## config.mk

```make
export PLATFORM = sky130hd
export DESIGN_NAME = comparator_event_irq_regs
export DESIGN_NICKNAME = d
export VERILOG_FILES = /design/src/hw/comp_regs_pkg.sv /design/src/hw/event_flag.sv /design/src/hw/task_link.sv /design/src/hw/comparator_event_irq_regs.sv
export SDC_FILE = /design/constraint.sdc
export NUM_CORES = 1
export LEC_CHECK = 0
export BUFFER_PORTS_ARGS = -buffer_cell sky130_fd_sc_hd__buf_2
export CORE_ASPECT_RATIO = 0.8
export CORE_MARGIN = 1.5
export CORE_UTILIZATION = 39
export DETAILED_ROUTE_END_ITERATION = 10
export HOLD_SLACK_MARGIN = 0.15
export MAX_ROUTING_LAYER = met4
export PLACE_DENSITY = 0.82
export RECOVER_POWER = 50
export SYNTH_ARGS = -nofsm -noshare
export SYNTH_HDL_FRONTEND = slang
export SYNTH_HIERARCHICAL = 1
export SYNTH_SLANG_ARGS = --single-unit
```

## constraint.sdc

```tcl
create_clock -name clock -period 2.3 [get_ports clock]
set_clock_uncertainty 0.2 [all_clocks]
set_input_delay 0.345 -clock clock [delete_from_list [all_inputs] [get_ports clock]]
set_output_delay 0.345 -clock clock [all_outputs]
set_load 0.1 [all_outputs]
```

## src/hw/comp_regs_pkg.sv

```systemverilog
// constants, field layouts and carrier types of the comparator register bank
package comp_regs_pkg;

    // ****************************************************************
    // bus geometry
    // ****************************************************************
    localparam int ADDR_W = 12;
    localparam int DATA_W = 32;
    localparam int SEL_W  = 4;
    localparam int NUM_EVENTS = 4;
    localparam int NUM_LINKS  = 5;

    // ****************************************************************
    // register offsets (byte addresses)
    // ****************************************************************
    localparam logic [ADDR_W-1:0] OFF_READY_FLAG  = 12'h100;
    localparam logic [ADDR_W-1:0] OFF_FALL_FLAG   = 12'h104;
    localparam logic [ADDR_W-1:0] OFF_RISE_FLAG   = 12'h108;
    localparam logic [ADDR_W-1:0] OFF_ANY_FLAG    = 12'h10C;
    localparam logic [ADDR_W-1:0] OFF_LINKS       = 12'h200;
    localparam logic [ADDR_W-1:0] OFF_MASK        = 12'h300;
    localparam logic [ADDR_W-1:0] OFF_SETTER      = 12'h304;
    localparam logic [ADDR_W-1:0] OFF_CLEARER     = 12'h308;
    localparam logic [ADDR_W-1:0] OFF_EVENT_STAT  = 12'h310;

    // ****************************************************************
    // field positions
    // ****************************************************************
    localparam int FLAG_BIT = 0;
    // event bit order in mask, setter, clearer and status alias
    localparam int EV_VALID = 0;
    localparam int EV_FALL  = 1;
    localparam int EV_RISE  = 2;
    localparam int EV_ANY   = 3;
    // shortcut fields
    localparam int LINK_VALID_CAPTURE = 0;
    localparam int LINK_VALID_HALT    = 1;
    localparam int LINK_FALL_HALT     = 2;
    localparam int LINK_RISE_HALT     = 3;
    localparam int LINK_ANY_HALT      = 4;
    localparam int SEL_LOW_BYTE       = 0;

    // ****************************************************************
    // reset values
    // ****************************************************************
    localparam logic [DATA_W-1:0]     RESET_WORD  = 32'h00000000;
    localparam logic [NUM_LINKS-1:0]  RESET_LINKS = 5'h00;
    localparam logic [NUM_EVENTS-1:0] RESET_MASK  = 4'h0;

    // ****************************************************************
    // carriers
    // ****************************************************************
    typedef struct packed {
        logic              cyc;
        logic              stb;
        logic              we;
        logic [ADDR_W-1:0] adr;
        logic [SEL_W-1:0]  sel;
        logic [DATA_W-1:0] dat;
    } wb_req_type;

    typedef struct packed {
        logic              ack;
        logic [DATA_W-1:0] dat;
    } wb_rsp_type;

    typedef struct packed {
        logic capture;
        logic halt;
    } task_type;

endpackage

```

## src/hw/event_flag.sv

```systemverilog
// one sticky event flag with software write and write-one-to-clear alias
module event_flag (
    input  wire logic clock,
    input  wire logic rst_n,
    input  wire logic event_pulse,
    input  wire logic write_en,
    input  wire logic write_value,
    input  wire logic clear_one,
    output logic      flag
);

    typedef struct packed {
        logic flag;
    } flag_state_type;

    flag_state_type state;
    flag_state_type next_state;

    always_comb begin
        next_state = state;
        if (write_en) begin
            next_state.flag = write_value;
        end
        if (clear_one) begin
            next_state.flag = 1'b0;
        end
        // a new event beats a clear in the same cycle
        if (event_pulse) begin
            next_state.flag = 1'b1;
        end
    end

    always_ff @(posedge clock) begin
        if (!rst_n) begin
            state <= '0;
        end else begin
            state <= next_state;
        end
    end

    assign flag = state.flag;

endmodule

```

## src/hw/task_link.sv

```systemverilog
// gated event-to-task trigger, registered one-cycle pulse out
module task_link #(
    parameter int N = 1
) (
    input  wire logic         clock,
    input  wire logic         rst_n,
    input  wire logic [N-1:0] events,
    input  wire logic [N-1:0] links,
    output logic              trigger
);

    typedef struct packed {
        logic trigger;
    } link_state_type;

    link_state_type state;
    link_state_type next_state;

    always_comb begin
        next_state = state;
        // a cleared link field drops its event
        next_state.trigger = |(events & links);
    end

    always_ff @(posedge clock) begin
        if (!rst_n) begin
            state <= '0;
        end else begin
            state <= next_state;
        end
    end

    assign trigger = state.trigger;

endmodule

```

## src/hw/comparator_event_irq_regs.sv

```systemverilog
// comparator event flags, shortcuts and interrupt enables on wishbone
// ********************************************************************
// What this block does
// - rise and any-transition flags in bit 0, readable, writable, reset 0
// - link A set: valid event fires capture task by itself
// - link B set: valid event fires the halt task
// - link C set: fall event fires the halt task
// - link D set: rise event fires the halt task
// - link E set: any-transition event halts; all links reset to 0
// - enable mask: one rw bit per event, 1 enables, reset 0
// - setter: writing 1 sets enable bit; reads return enable state
// - clearer: writing 1 clears enable bit; reads return enable state
// ********************************************************************
module comparator_event_irq_regs (
    input  wire logic                                        clock,
    input  wire logic                                        rst_n,
    input  wire comp_regs_pkg::wb_req_type                   wb_req,
    output comp_regs_pkg::wb_rsp_type                        wb_rsp,
    input  wire logic [comp_regs_pkg::NUM_EVENTS-1:0]        core_events,
    output comp_regs_pkg::task_type                          tasks,
    output logic                                             irq
);

    // ****************************************************************
    // state
    // ****************************************************************
    typedef struct packed {
        logic                                   ack;
        logic [comp_regs_pkg::DATA_W-1:0]       dat;
        logic [comp_regs_pkg::NUM_LINKS-1:0]    links;
        logic [comp_regs_pkg::NUM_EVENTS-1:0]   mask;
        logic                                   irq;
    } regs_state_type;

    regs_state_type state;
    regs_state_type next_state;

    logic [comp_regs_pkg::NUM_EVENTS-1:0] flags;
    logic [comp_regs_pkg::NUM_EVENTS-1:0] flag_write;
    logic [comp_regs_pkg::NUM_EVENTS-1:0] flag_clear;
    logic                                 access;
    logic                                 write_low;
    logic [comp_regs_pkg::ADDR_W-1:0]     word_adr;
    logic [comp_regs_pkg::NUM_EVENTS-1:0] wr_bits;
    logic [3:0]                           halt_events;
    logic [3:0]                           halt_links;

    // ****************************************************************
    // bus decode
    // ****************************************************************
    // answer in the cycle after the strobe, drop the cycle after that
    assign access    = wb_req.cyc & wb_req.stb & ~state.ack;
    // every field lives in the low byte, so only lane 0 carries writes
    assign write_low = access & wb_req.we
                     & wb_req.sel[comp_regs_pkg::SEL_LOW_BYTE];
    assign word_adr  = {wb_req.adr[comp_regs_pkg::ADDR_W-1:2], 2'b00};
    assign wr_bits   = wb_req.dat[comp_regs_pkg::NUM_EVENTS-1:0];

    always_comb begin
        flag_write = '0;
        flag_clear = '0;
        if (write_low) begin
            case (word_adr)
                comp_regs_pkg::OFF_READY_FLAG: begin
                    flag_write[comp_regs_pkg::EV_VALID] = 1'b1;
                end
                comp_regs_pkg::OFF_FALL_FLAG: begin
                    flag_write[comp_regs_pkg::EV_FALL] = 1'b1;
                end
                comp_regs_pkg::OFF_RISE_FLAG: begin
                    flag_write[comp_regs_pkg::EV_RISE] = 1'b1;
                end
                comp_regs_pkg::OFF_ANY_FLAG: begin
                    flag_write[comp_regs_pkg::EV_ANY] = 1'b1;
                end
                comp_regs_pkg::OFF_EVENT_STAT: begin
                    flag_clear = wr_bits;
                end
                default: begin
                    flag_clear = '0;
                end
            endcase
        end
    end

    // ****************************************************************
    // event flags
    // ****************************************************************
    // sticky flags per event
    for (genvar i = 0; i < comp_regs_pkg::NUM_EVENTS; i++) begin : g_flag
        event_flag u_flag (
            .clock       (clock),
            .rst_n       (rst_n),
            .event_pulse (core_events[i]),
            .write_en    (flag_write[i]),
            .write_value (wb_req.dat[comp_regs_pkg::FLAG_BIT]),
            .clear_one   (flag_clear[i]),
            .flag        (flags[i])
        );
    end

    // ****************************************************************
    // shortcuts
    // ****************************************************************
    // valid to capture
    task_link #(
        .N (1)
    ) u_capture (
        .clock   (clock),
        .rst_n   (rst_n),
        .events  (core_events[comp_regs_pkg::EV_VALID]),
        .links   (state.links[comp_regs_pkg::LINK_VALID_CAPTURE]),
        .trigger (tasks.capture)
    );

    assign halt_events = {core_events[comp_regs_pkg::EV_ANY],
                          core_events[comp_regs_pkg::EV_RISE],
                          core_events[comp_regs_pkg::EV_FALL],
                          core_events[comp_regs_pkg::EV_VALID]};
    assign halt_links  = {state.links[comp_regs_pkg::LINK_ANY_HALT],
                          state.links[comp_regs_pkg::LINK_RISE_HALT],
                          state.links[comp_regs_pkg::LINK_FALL_HALT],
                          state.links[comp_regs_pkg::LINK_VALID_HALT]};

    task_link #(
        .N (4)
    ) u_halt (
        .clock   (clock),
        .rst_n   (rst_n),
        .events  (halt_events),
        .links   (halt_links),
        .trigger (tasks.halt)
    );

    // ****************************************************************
    // registers and read path
    // ****************************************************************
    always_comb begin
        next_state     = state;
        next_state.ack = access;
        next_state.dat = comp_regs_pkg::RESET_WORD;
        if (write_low) begin
            case (word_adr)
                comp_regs_pkg::OFF_LINKS: begin
                    next_state.links =
                        wb_req.dat[comp_regs_pkg::NUM_LINKS-1:0];
                end
                comp_regs_pkg::OFF_MASK: begin
                    next_state.mask = wr_bits;
                end
                comp_regs_pkg::OFF_SETTER: begin
                    next_state.mask = state.mask | wr_bits;
                end
                comp_regs_pkg::OFF_CLEARER: begin
                    next_state.mask = state.mask & ~wr_bits;
                end
                default: begin
                    next_state.mask = state.mask;
                end
            endcase
        end
        if (access && !wb_req.we) begin
            case (word_adr)
                comp_regs_pkg::OFF_READY_FLAG: begin
                    next_state.dat[comp_regs_pkg::FLAG_BIT] =
                        flags[comp_regs_pkg::EV_VALID];
                end
                comp_regs_pkg::OFF_FALL_FLAG: begin
                    next_state.dat[comp_regs_pkg::FLAG_BIT] =
                        flags[comp_regs_pkg::EV_FALL];
                end
                comp_regs_pkg::OFF_RISE_FLAG: begin
                    next_state.dat[comp_regs_pkg::FLAG_BIT] =
                        flags[comp_regs_pkg::EV_RISE];
                end
                comp_regs_pkg::OFF_ANY_FLAG: begin
                    next_state.dat[comp_regs_pkg::FLAG_BIT] =
                        flags[comp_regs_pkg::EV_ANY];
                end
                comp_regs_pkg::OFF_LINKS: begin
                    next_state.dat[comp_regs_pkg::NUM_LINKS-1:0] =
                        state.links;
                end
                // all three aliases read the enables
                comp_regs_pkg::OFF_MASK,
                comp_regs_pkg::OFF_SETTER,
                comp_regs_pkg::OFF_CLEARER: begin
                    next_state.dat[comp_regs_pkg::NUM_EVENTS-1:0] =
                        state.mask;
                end
                comp_regs_pkg::OFF_EVENT_STAT: begin
                    next_state.dat[comp_regs_pkg::NUM_EVENTS-1:0] = flags;
                end
                // unmapped reads answer zero
                default: begin
                    next_state.dat = comp_regs_pkg::RESET_WORD;
                end
            endcase
        end
        // enabled flag drives irq
        // registered, so it trails the flag by one cycle
        next_state.irq = |(flags & state.mask);
    end

    always_ff @(posedge clock) begin
        if (!rst_n) begin
            state       <= '0;
            state.links <= comp_regs_pkg::RESET_LINKS;
            state.mask  <= comp_regs_pkg::RESET_MASK;
        end else begin
            state <= next_state;
        end
    end

    assign wb_rsp.ack = state.ack;
    assign wb_rsp.dat = state.dat;
    assign irq        = state.irq;

endmodule

```

==> out/results.tsv, run 1 <==
stage	metric	value	unit
timing	fmax	458.2	MHz
routing	drc_errors	0	
place	place_area	1657	sq um
place	dp_cells	260	
place	gp_congestion	0.8339	
worst_hold_path	hold_class	in -> reg	
timing	finalHoldViolCount	0	
synthesis	ys_types	41	
timing	holdWs	0.1944	ns
clock_tree	cts_tree	yes	
timing	layout_min_cycle_time	2.183	ns
synthesis	synth_area	1509	sq um
place	port_buffers	33	
worst_setup_path	crit_arrival	2.14	ns
power_and_ir_drop	switching_share	39.84	%
worst_setup_path	worstPathMaxFanout	4	
die	dieHeight	58.64	um
layout	num_antenna_cells	0	
routing	wl_per_cell	12.83	um
timing	setup_viol	0	
die	core_area	3754	sq um
routing	drt_iter0_drc	62	
clock_tree	htreeDepth	1	
power_and_ir_drop	power_density	559.5	nW/um^2
worst_setup_path	r2r_slack	0.20	ns
routing	vias	1362	
timing	max_slew_margin	21.98	%
timing	tightest_slew	1.175	ns
clock_tree	cts.sink_count	22	
clock_tree	clkTransAtPathRegs	0.08	ns
timing	rsz0062_at_grt	no	
power_and_ir_drop	p_sw	0.0003952	W
grt	grt-ovfl-total	0	
die	start_util	40.20	%
synthesis	synth_edf_count	0	
synthesis	ys_ff_latch	22	
routing	via_per_inst	5.007	
timing	tns	0	ns
power_and_ir_drop	ir_drop	0.2970	mV
synthesis	synth_flop_cell	dfxtp_1	
synthesis	syn_inst	181	
layout	drive_gt1_share	19.74	%
die	fp-row-count	20	
layout	nNetsFinal	286	
grt	antenna_found_initial	0	
outcome	status	completed	
routing	drt-pass1-iter-count	4	
power_and_ir_drop	clkPwrFrac	28.3	%
die	die-width	72.55	um
power_and_ir_drop	combPwrFrac	31.9	%
worst_setup_path	cp-end-kind	flop	
clock_tree	numCtsBuffers	3	
grt	grt_max_degree	19	
clock_tree	clk_latency	0.27	ns
power_and_ir_drop	leakagePower	0.7590	nW
timing	maxSlewViolCount	0	
routing	postRouteAntennaNets	0	
synthesis	yosysWarnings	6	
die	pin_count	93	
layout	fin_area	1773	sq um
power_and_ir_drop	p_int	0.0005967	W
synthesis	ys_async_sr_fraction	0	%
worst_setup_path	cp-start-kind	input port	
worst_setup_path	startpoint	wb_req[43]	
worst_setup_path	r2r_start	wb_rsp[32]	
worst_setup_path	crit_required	2.26	ns
grt	grt_pass1_vias	1197	
layout	syn_to_final_growth	17.50	%
clock_tree	cts.path.max_buffers	2	
routing	wirelength	3.490	mm
worst_setup_path	rr_worst_depth	6	
grt	track_usage	17.53	%
place	dpl.hpwl	2.746	mm
clock_tree	clockRootBuffer	clkbuf_8	
timing	fin_crit_sh	94.90	%
job	drv_cap	0	
worst_setup_path	path_class	in -> reg	
layout	instances_no_fill	272	
synthesis	syn_avg_cell_area	8.337	sq um
synthesis	ys_seq_area_share	29.19	%
die	fp.dieArea	4254	sq um
clock_tree	post-cts-setup-buffers	0	
grt	grt_pass1_wl	5.547	mm
worst_setup_path	cp-endpoint	g_flag[0].u_flag/flag	
worst_setup_path	rr_endpoint	g_flag[0].u_flag/flag	
power_and_ir_drop	sequentialPowerShare	39.8	%
==> through the flow <==
step	total power, W	setup slack (ns)	util, %
final	0.0009919	0.1174	47.23
after detailed placement	0.0007092	-0.1723	44.13
after global routing	0.001030	0.03979	47.23
after global placement	0.0007063	-0.1375	44.13
after floorplan	0.0006915	0.04424	-
after CTS	0.001004	0.1187	47.73
==> cells in the mapped netlist (all sizes together), types with 5 or more instances <==
master	count	area, sq um
a211o	5	43.79
a21oi	13	65.06
a22oi	8	60.06
and2	5	31.28
buf	36	267.8
dfxtp	22	440.4
inv	6	22.52
nand2	12	45.04
nand2b	5	31.28
nand3	8	40.04
nor3	10	50.05
nor4	5	52.55
o21ai	9	45.04
==> logic make-up (layout without fill, tap and decap cells) <==
group                    after synthesis  after routing  share of synthesized area [%]
other                                  1             27                         0.2485
multiplexers                           5              5                          4.395
AND/OR/NAND/NOR                       65             65                          26.78
AO/OA/AOI/OAI                         42             42                          18.41
flip-flops                            22             22                          29.19
adder cells (fa/ha/maj)                1              1                         0.6634
buffers and inverters                 44             65                          19.73
XOR/XNOR                               1              1                         0.5805
==> what timing repair did <==
item | CTS | global route
endpoints found under the hold margin | 9 | 0
hold buffers | 8 | 0
resized for setup | 0 | 0
endpoints found under the setup margin | 0 | 0
==> worst min-delay path by stage <==
stage / end / cells after the start / startpoint
global placement: state[5] / 2 / state[5]
detailed placement: halt_links[0] / 2 / halt_links[0]
CTS: wb_rsp[4] / 3 / wb_req[48]
floorplan: wb_rsp[4] / 2 / halt_links[3]
finish: wb_rsp[4] / 3 / wb_req[48]
global route: wb_rsp[4] / 3 / wb_req[48]
==> cells in the final DEF (no fill, tap or decap), types with 6 or more instances in the layout <==
cell type      Yosys  final
nor3_1            10     10
nand2_1           12     12
o21ai_1            9      9
conb_1             1     27
dlygate4sd3_1      0      8
buf_2              1     21
clkbuf_1           2     13
dfxtp_1           22     22
nand3_1            8      8
inv_1              6      6
a21oi_1           13     13
a22oi_1            8      8
buf_4             33     13
==> per-layer routing <==
layer	vias to the layer above	GRT usage, %	part of all wire, %
met5	-	-	0
met4	0	4.313	0.92
met3	5	4.452	7.1
met2	44	27.39	47
met1	621	22.83	45
li1	692	-	-
==> layout make-up <==
cell class	instances	area, sq um
multi-input combinational	141	868.3
sequential	22	440.4
inverter	6	22.52
tap	44	55.05
clock buffer	4	55.05
fill	375	1981
timing repair buffer	55	331.6
==> power by group through the flow <==
stage | combinational (W) | clock (W) | sequential, W
4_1_cts | 0.000316 | 0.000293 | 0.000395
3_3_place_gp | 0.000303 | 0 | 0.000404
6_report | 0.000316 | 0.000281 | 0.000394
2_1_floorplan | 0.000290 | 0 | 0.000402
3_5_place_dp | 0.000306 | 0 | 0.000404
5_1_grt | 0.000331 | 0.000303 | 0.000396
==> worst max-delay path, stage by stage <==
cell	delay, ns
buf_2	0.10
or4_4	0.53
or4_1	0.60
nor3_1	0.24
mux2i_1	0.24
o21ai_1	0.08
==> sequential cells by signal, summed over array words and instances (netlist names) <==
name / cells
g_flag.u_flag/flag: 4
halt_links: 4
irq: 1
state: 5
u_capture/trigger: 1
u_halt/trigger: 1
wb_rsp: 6
Power figures use the tool's default switching activity.
==> run 2, diff against run 1 <==
--- a/config.mk
+++ b/config.mk
@@ -13,7 +13,7 @@
 export HOLD_SLACK_MARGIN = 0.15
 export MAX_ROUTING_LAYER = met4
 export PLACE_DENSITY = 0.82
-export RECOVER_POWER = 50
+export RECOVER_POWER = 100
 export SYNTH_ARGS = -nofsm -noshare
 export SYNTH_HDL_FRONTEND = slang
 export SYNTH_HIERARCHICAL = 1
==> out/results.tsv, run 2 (same netlist as run 1, synthesis figures left out) <==
stage	metric	value	unit	change
power_and_ir_drop	ir_drop	0.2967	mV	was 0.2970 mV
timing	max_slew_margin	22.43	%	was 21.98%
die	fp-row-count	20		unchanged
grt	antenna_found_initial	0		unchanged
routing	drt_iter0_drc	76		was 62
power_and_ir_drop	clkPwrFrac	28.4	%	was 28.3%
timing	rsz0062_at_grt	no		unchanged
clock_tree	clkTransAtPathRegs	0.08	ns	about the same
worst_setup_path	path_class	in -> reg		unchanged
clock_tree	clockRootBuffer	clkbuf_8		unchanged
grt	grt_pass1_wl	5.547	mm	unchanged
clock_tree	cts.sink_count	22		unchanged
die	dieHeight	58.64	um	unchanged
worst_setup_path	cp-end-kind	flop		unchanged
job	drv_cap	0		unchanged
layout	fillers	381		was 375
grt	met1_usage	22.83	%	unchanged
die	start_util	40.20	%	unchanged
routing	postRouteAntennaNets	0		unchanged
layout	final_util	46.93	%	was 47.23%
clock_tree	clk_latency	0.27	ns	about the same
timing	finalHoldViolCount	0		unchanged
clock_tree	cts_resized	0		unchanged
die	die-width	72.55	um	unchanged
power_and_ir_drop	switching_share	39.86	%	was 39.84%
power_and_ir_drop	combPwrFrac	31.8	%	was 31.9%
routing	vias	1354		was 1,362
grt	grt-ovfl-total	0		unchanged
timing	layout_min_cycle_time	2.200	ns	was 2.183 ns
timing	tightest_slew	1.169	ns	was 1.175 ns
layout	fin_area	1762	sq um	was 1773 sq um
die	core_area	3754	sq um	unchanged
place	port_buffers	33		unchanged
worst_hold_path	hold_class	in -> reg		unchanged
place	dpl.hpwl	2.746	mm	unchanged
routing	wirelength	3.511	mm	was 3.490 mm
routing	wl_per_cell	12.91	um	was 12.83 um
place	place_area	1657	sq um	unchanged
worst_setup_path	crit_required	2.25	ns	was 2.26 ns
worst_setup_path	worstPathMaxFanout	4		unchanged
grt	track_usage	17.53	%	unchanged
layout	mostFrequentLayoutCells	conb_1, dfxtp_1, buf_2		unchanged
timing	maxSlewViolCount	0		unchanged
power_and_ir_drop	sequentialPowerShare	39.8	%	about the same
die	pin_count	93		unchanged
worst_setup_path	cp-start-kind	input port		unchanged
clock_tree	post-cts-setup-buffers	0		unchanged
layout	drive_gt1_share	18.42	%	was 19.74%
grt	grt_max_degree	19		unchanged
timing	fmax	454.5	MHz	was 458.2 MHz
grt	grt_pass1_vias	1197		unchanged
power_and_ir_drop	power_density	562.3	nW/um^2	was 559.5 nW/um^2
power_and_ir_drop	p_sw	0.0003949	W	was 0.0003952 W
worst_setup_path	crit_arrival	2.15	ns	was 2.14 ns
timing	holdWs	0.1958	ns	was 0.1944 ns
grt	gr-max-usage-layer	met2		unchanged
timing	fin_crit_sh	95.66	%	was 94.90%
clock_tree	cts_tree	yes		unchanged
routing	drc_errors	0		unchanged
grt	grtUsageMet2	27.39	%	unchanged
layout	nNetsFinal	286		unchanged
power_and_ir_drop	p_int	0.0005958	W	was 0.0005967 W
place	gp_congestion	0.8339		unchanged
power_and_ir_drop	leakagePower	0.7502	nW	was 0.7590 nW
clock_tree	htreeDepth	1		unchanged
layout	num_antenna_cells	0		unchanged
outcome	status	completed		unchanged
routing	drt-pass1-iter-count	4		unchanged
layout	syn_to_final_growth	16.75	%	was 17.50%
timing	setup_viol	0		unchanged
grt	met3_usage	4.452	%	unchanged
layout	largest_reg_flops	6		unchanged
clock_tree	numCtsBuffers	3		unchanged
layout	final_common_cell	conb_1		unchanged
routing	via_per_inst	4.978		was 5.007
die	fp.dieArea	4254	sq um	unchanged
clock_tree	cts.path.max_buffers	2		unchanged
-- run 2: cell count changes in the layout (fill, tap and decap cells not counted) --
| cell | change |
|---|---|
| o21ai_1 | -8 |
| or4_4 | -1 |
| clkbuf_1 | +2 |
| o21ai_0 | +8 |
| or4_1 | +1 |
| buf_4 | -2 |
-- run 2: worst paths after layout --
path,from,to,slack [ns],depth (start not counted)
max,wb_req[43],g_flag[1].u_flag/flag,0.1,6
min,wb_req[48],wb_rsp[4],0.20,3
max reg2reg,wb_rsp[32],g_flag[1].u_flag/flag,0.16,6
min reg2reg,halt_links[0],halt_links[0],0.32,2
-- run 2: routing by layer --
metal,share of wire [%],wire (um),vias to the layer above
met1,45,1595,610
met3,6.4,224,5
li1,-,-,690
met2,47,1658,49
met5,0,0,-
met4,0.91,32,0
-- run 2: layout make-up --
| cell class | instances | area, sq um | share of cell area (%) |
|---|---|---|---|
| multi-input cells | 141 | 864.6 | 49.08 |
| flip-flops and latches | 22 | 440.4 | 25.00 |
| repair buffers | 55 | 324.1 | 18.39 |
| clock buffers | 4 | 55.05 | 3.125 |
| well taps | 44 | 55.05 | 3.125 |
| inverters | 6 | 22.52 | 1.278 |
-- run 2: through the flow --
stage | setup WS, ns | TNS, ns | total power (W) | instances
final | 0.09990 | 0 | 0.0009907 | 272
after global routing | 0.02199 | 0 | 0.001028 | 272
after CTS | 0.1187 | 0 | 0.001004 | 272
after detailed placement | -0.1723 | -0.6076 | 0.0007092 | 260
after global placement | -0.1375 | -0.4531 | 0.0007063 | 260
after floorplan | 0.04424 | 0 | 0.0006915 | 207
-- run 2: worst max-delay path, stage by stage --
cell and delay (ns):
buf_2 0.10, or4_4 0.53, or4_1 0.60, nor3_1 0.21, mux2i_1 0.25, o21ai_0 0.11
-- run 2: what timing repair did --
action                                  CTS  global route
hold endpoints to repair                  9             0
hold buffers                              8             0
endpoints found under the setup margin    0             0
-- run 2: power groups by stage --
| stage | combinational, W | clock [W] | sequential (W) |
|---|---|---|---|
| after floorplan | 0.000290 | 0 | 0.000402 |
| after global placement | 0.000303 | 0 | 0.000404 |
| after detailed placement | 0.000306 | 0 | 0.000404 |
| after CTS | 0.000316 | 0.000293 | 0.000395 |
| after global routing | 0.000329 | 0.000303 | 0.000396 |
| final | 0.000315 | 0.000282 | 0.000395 |
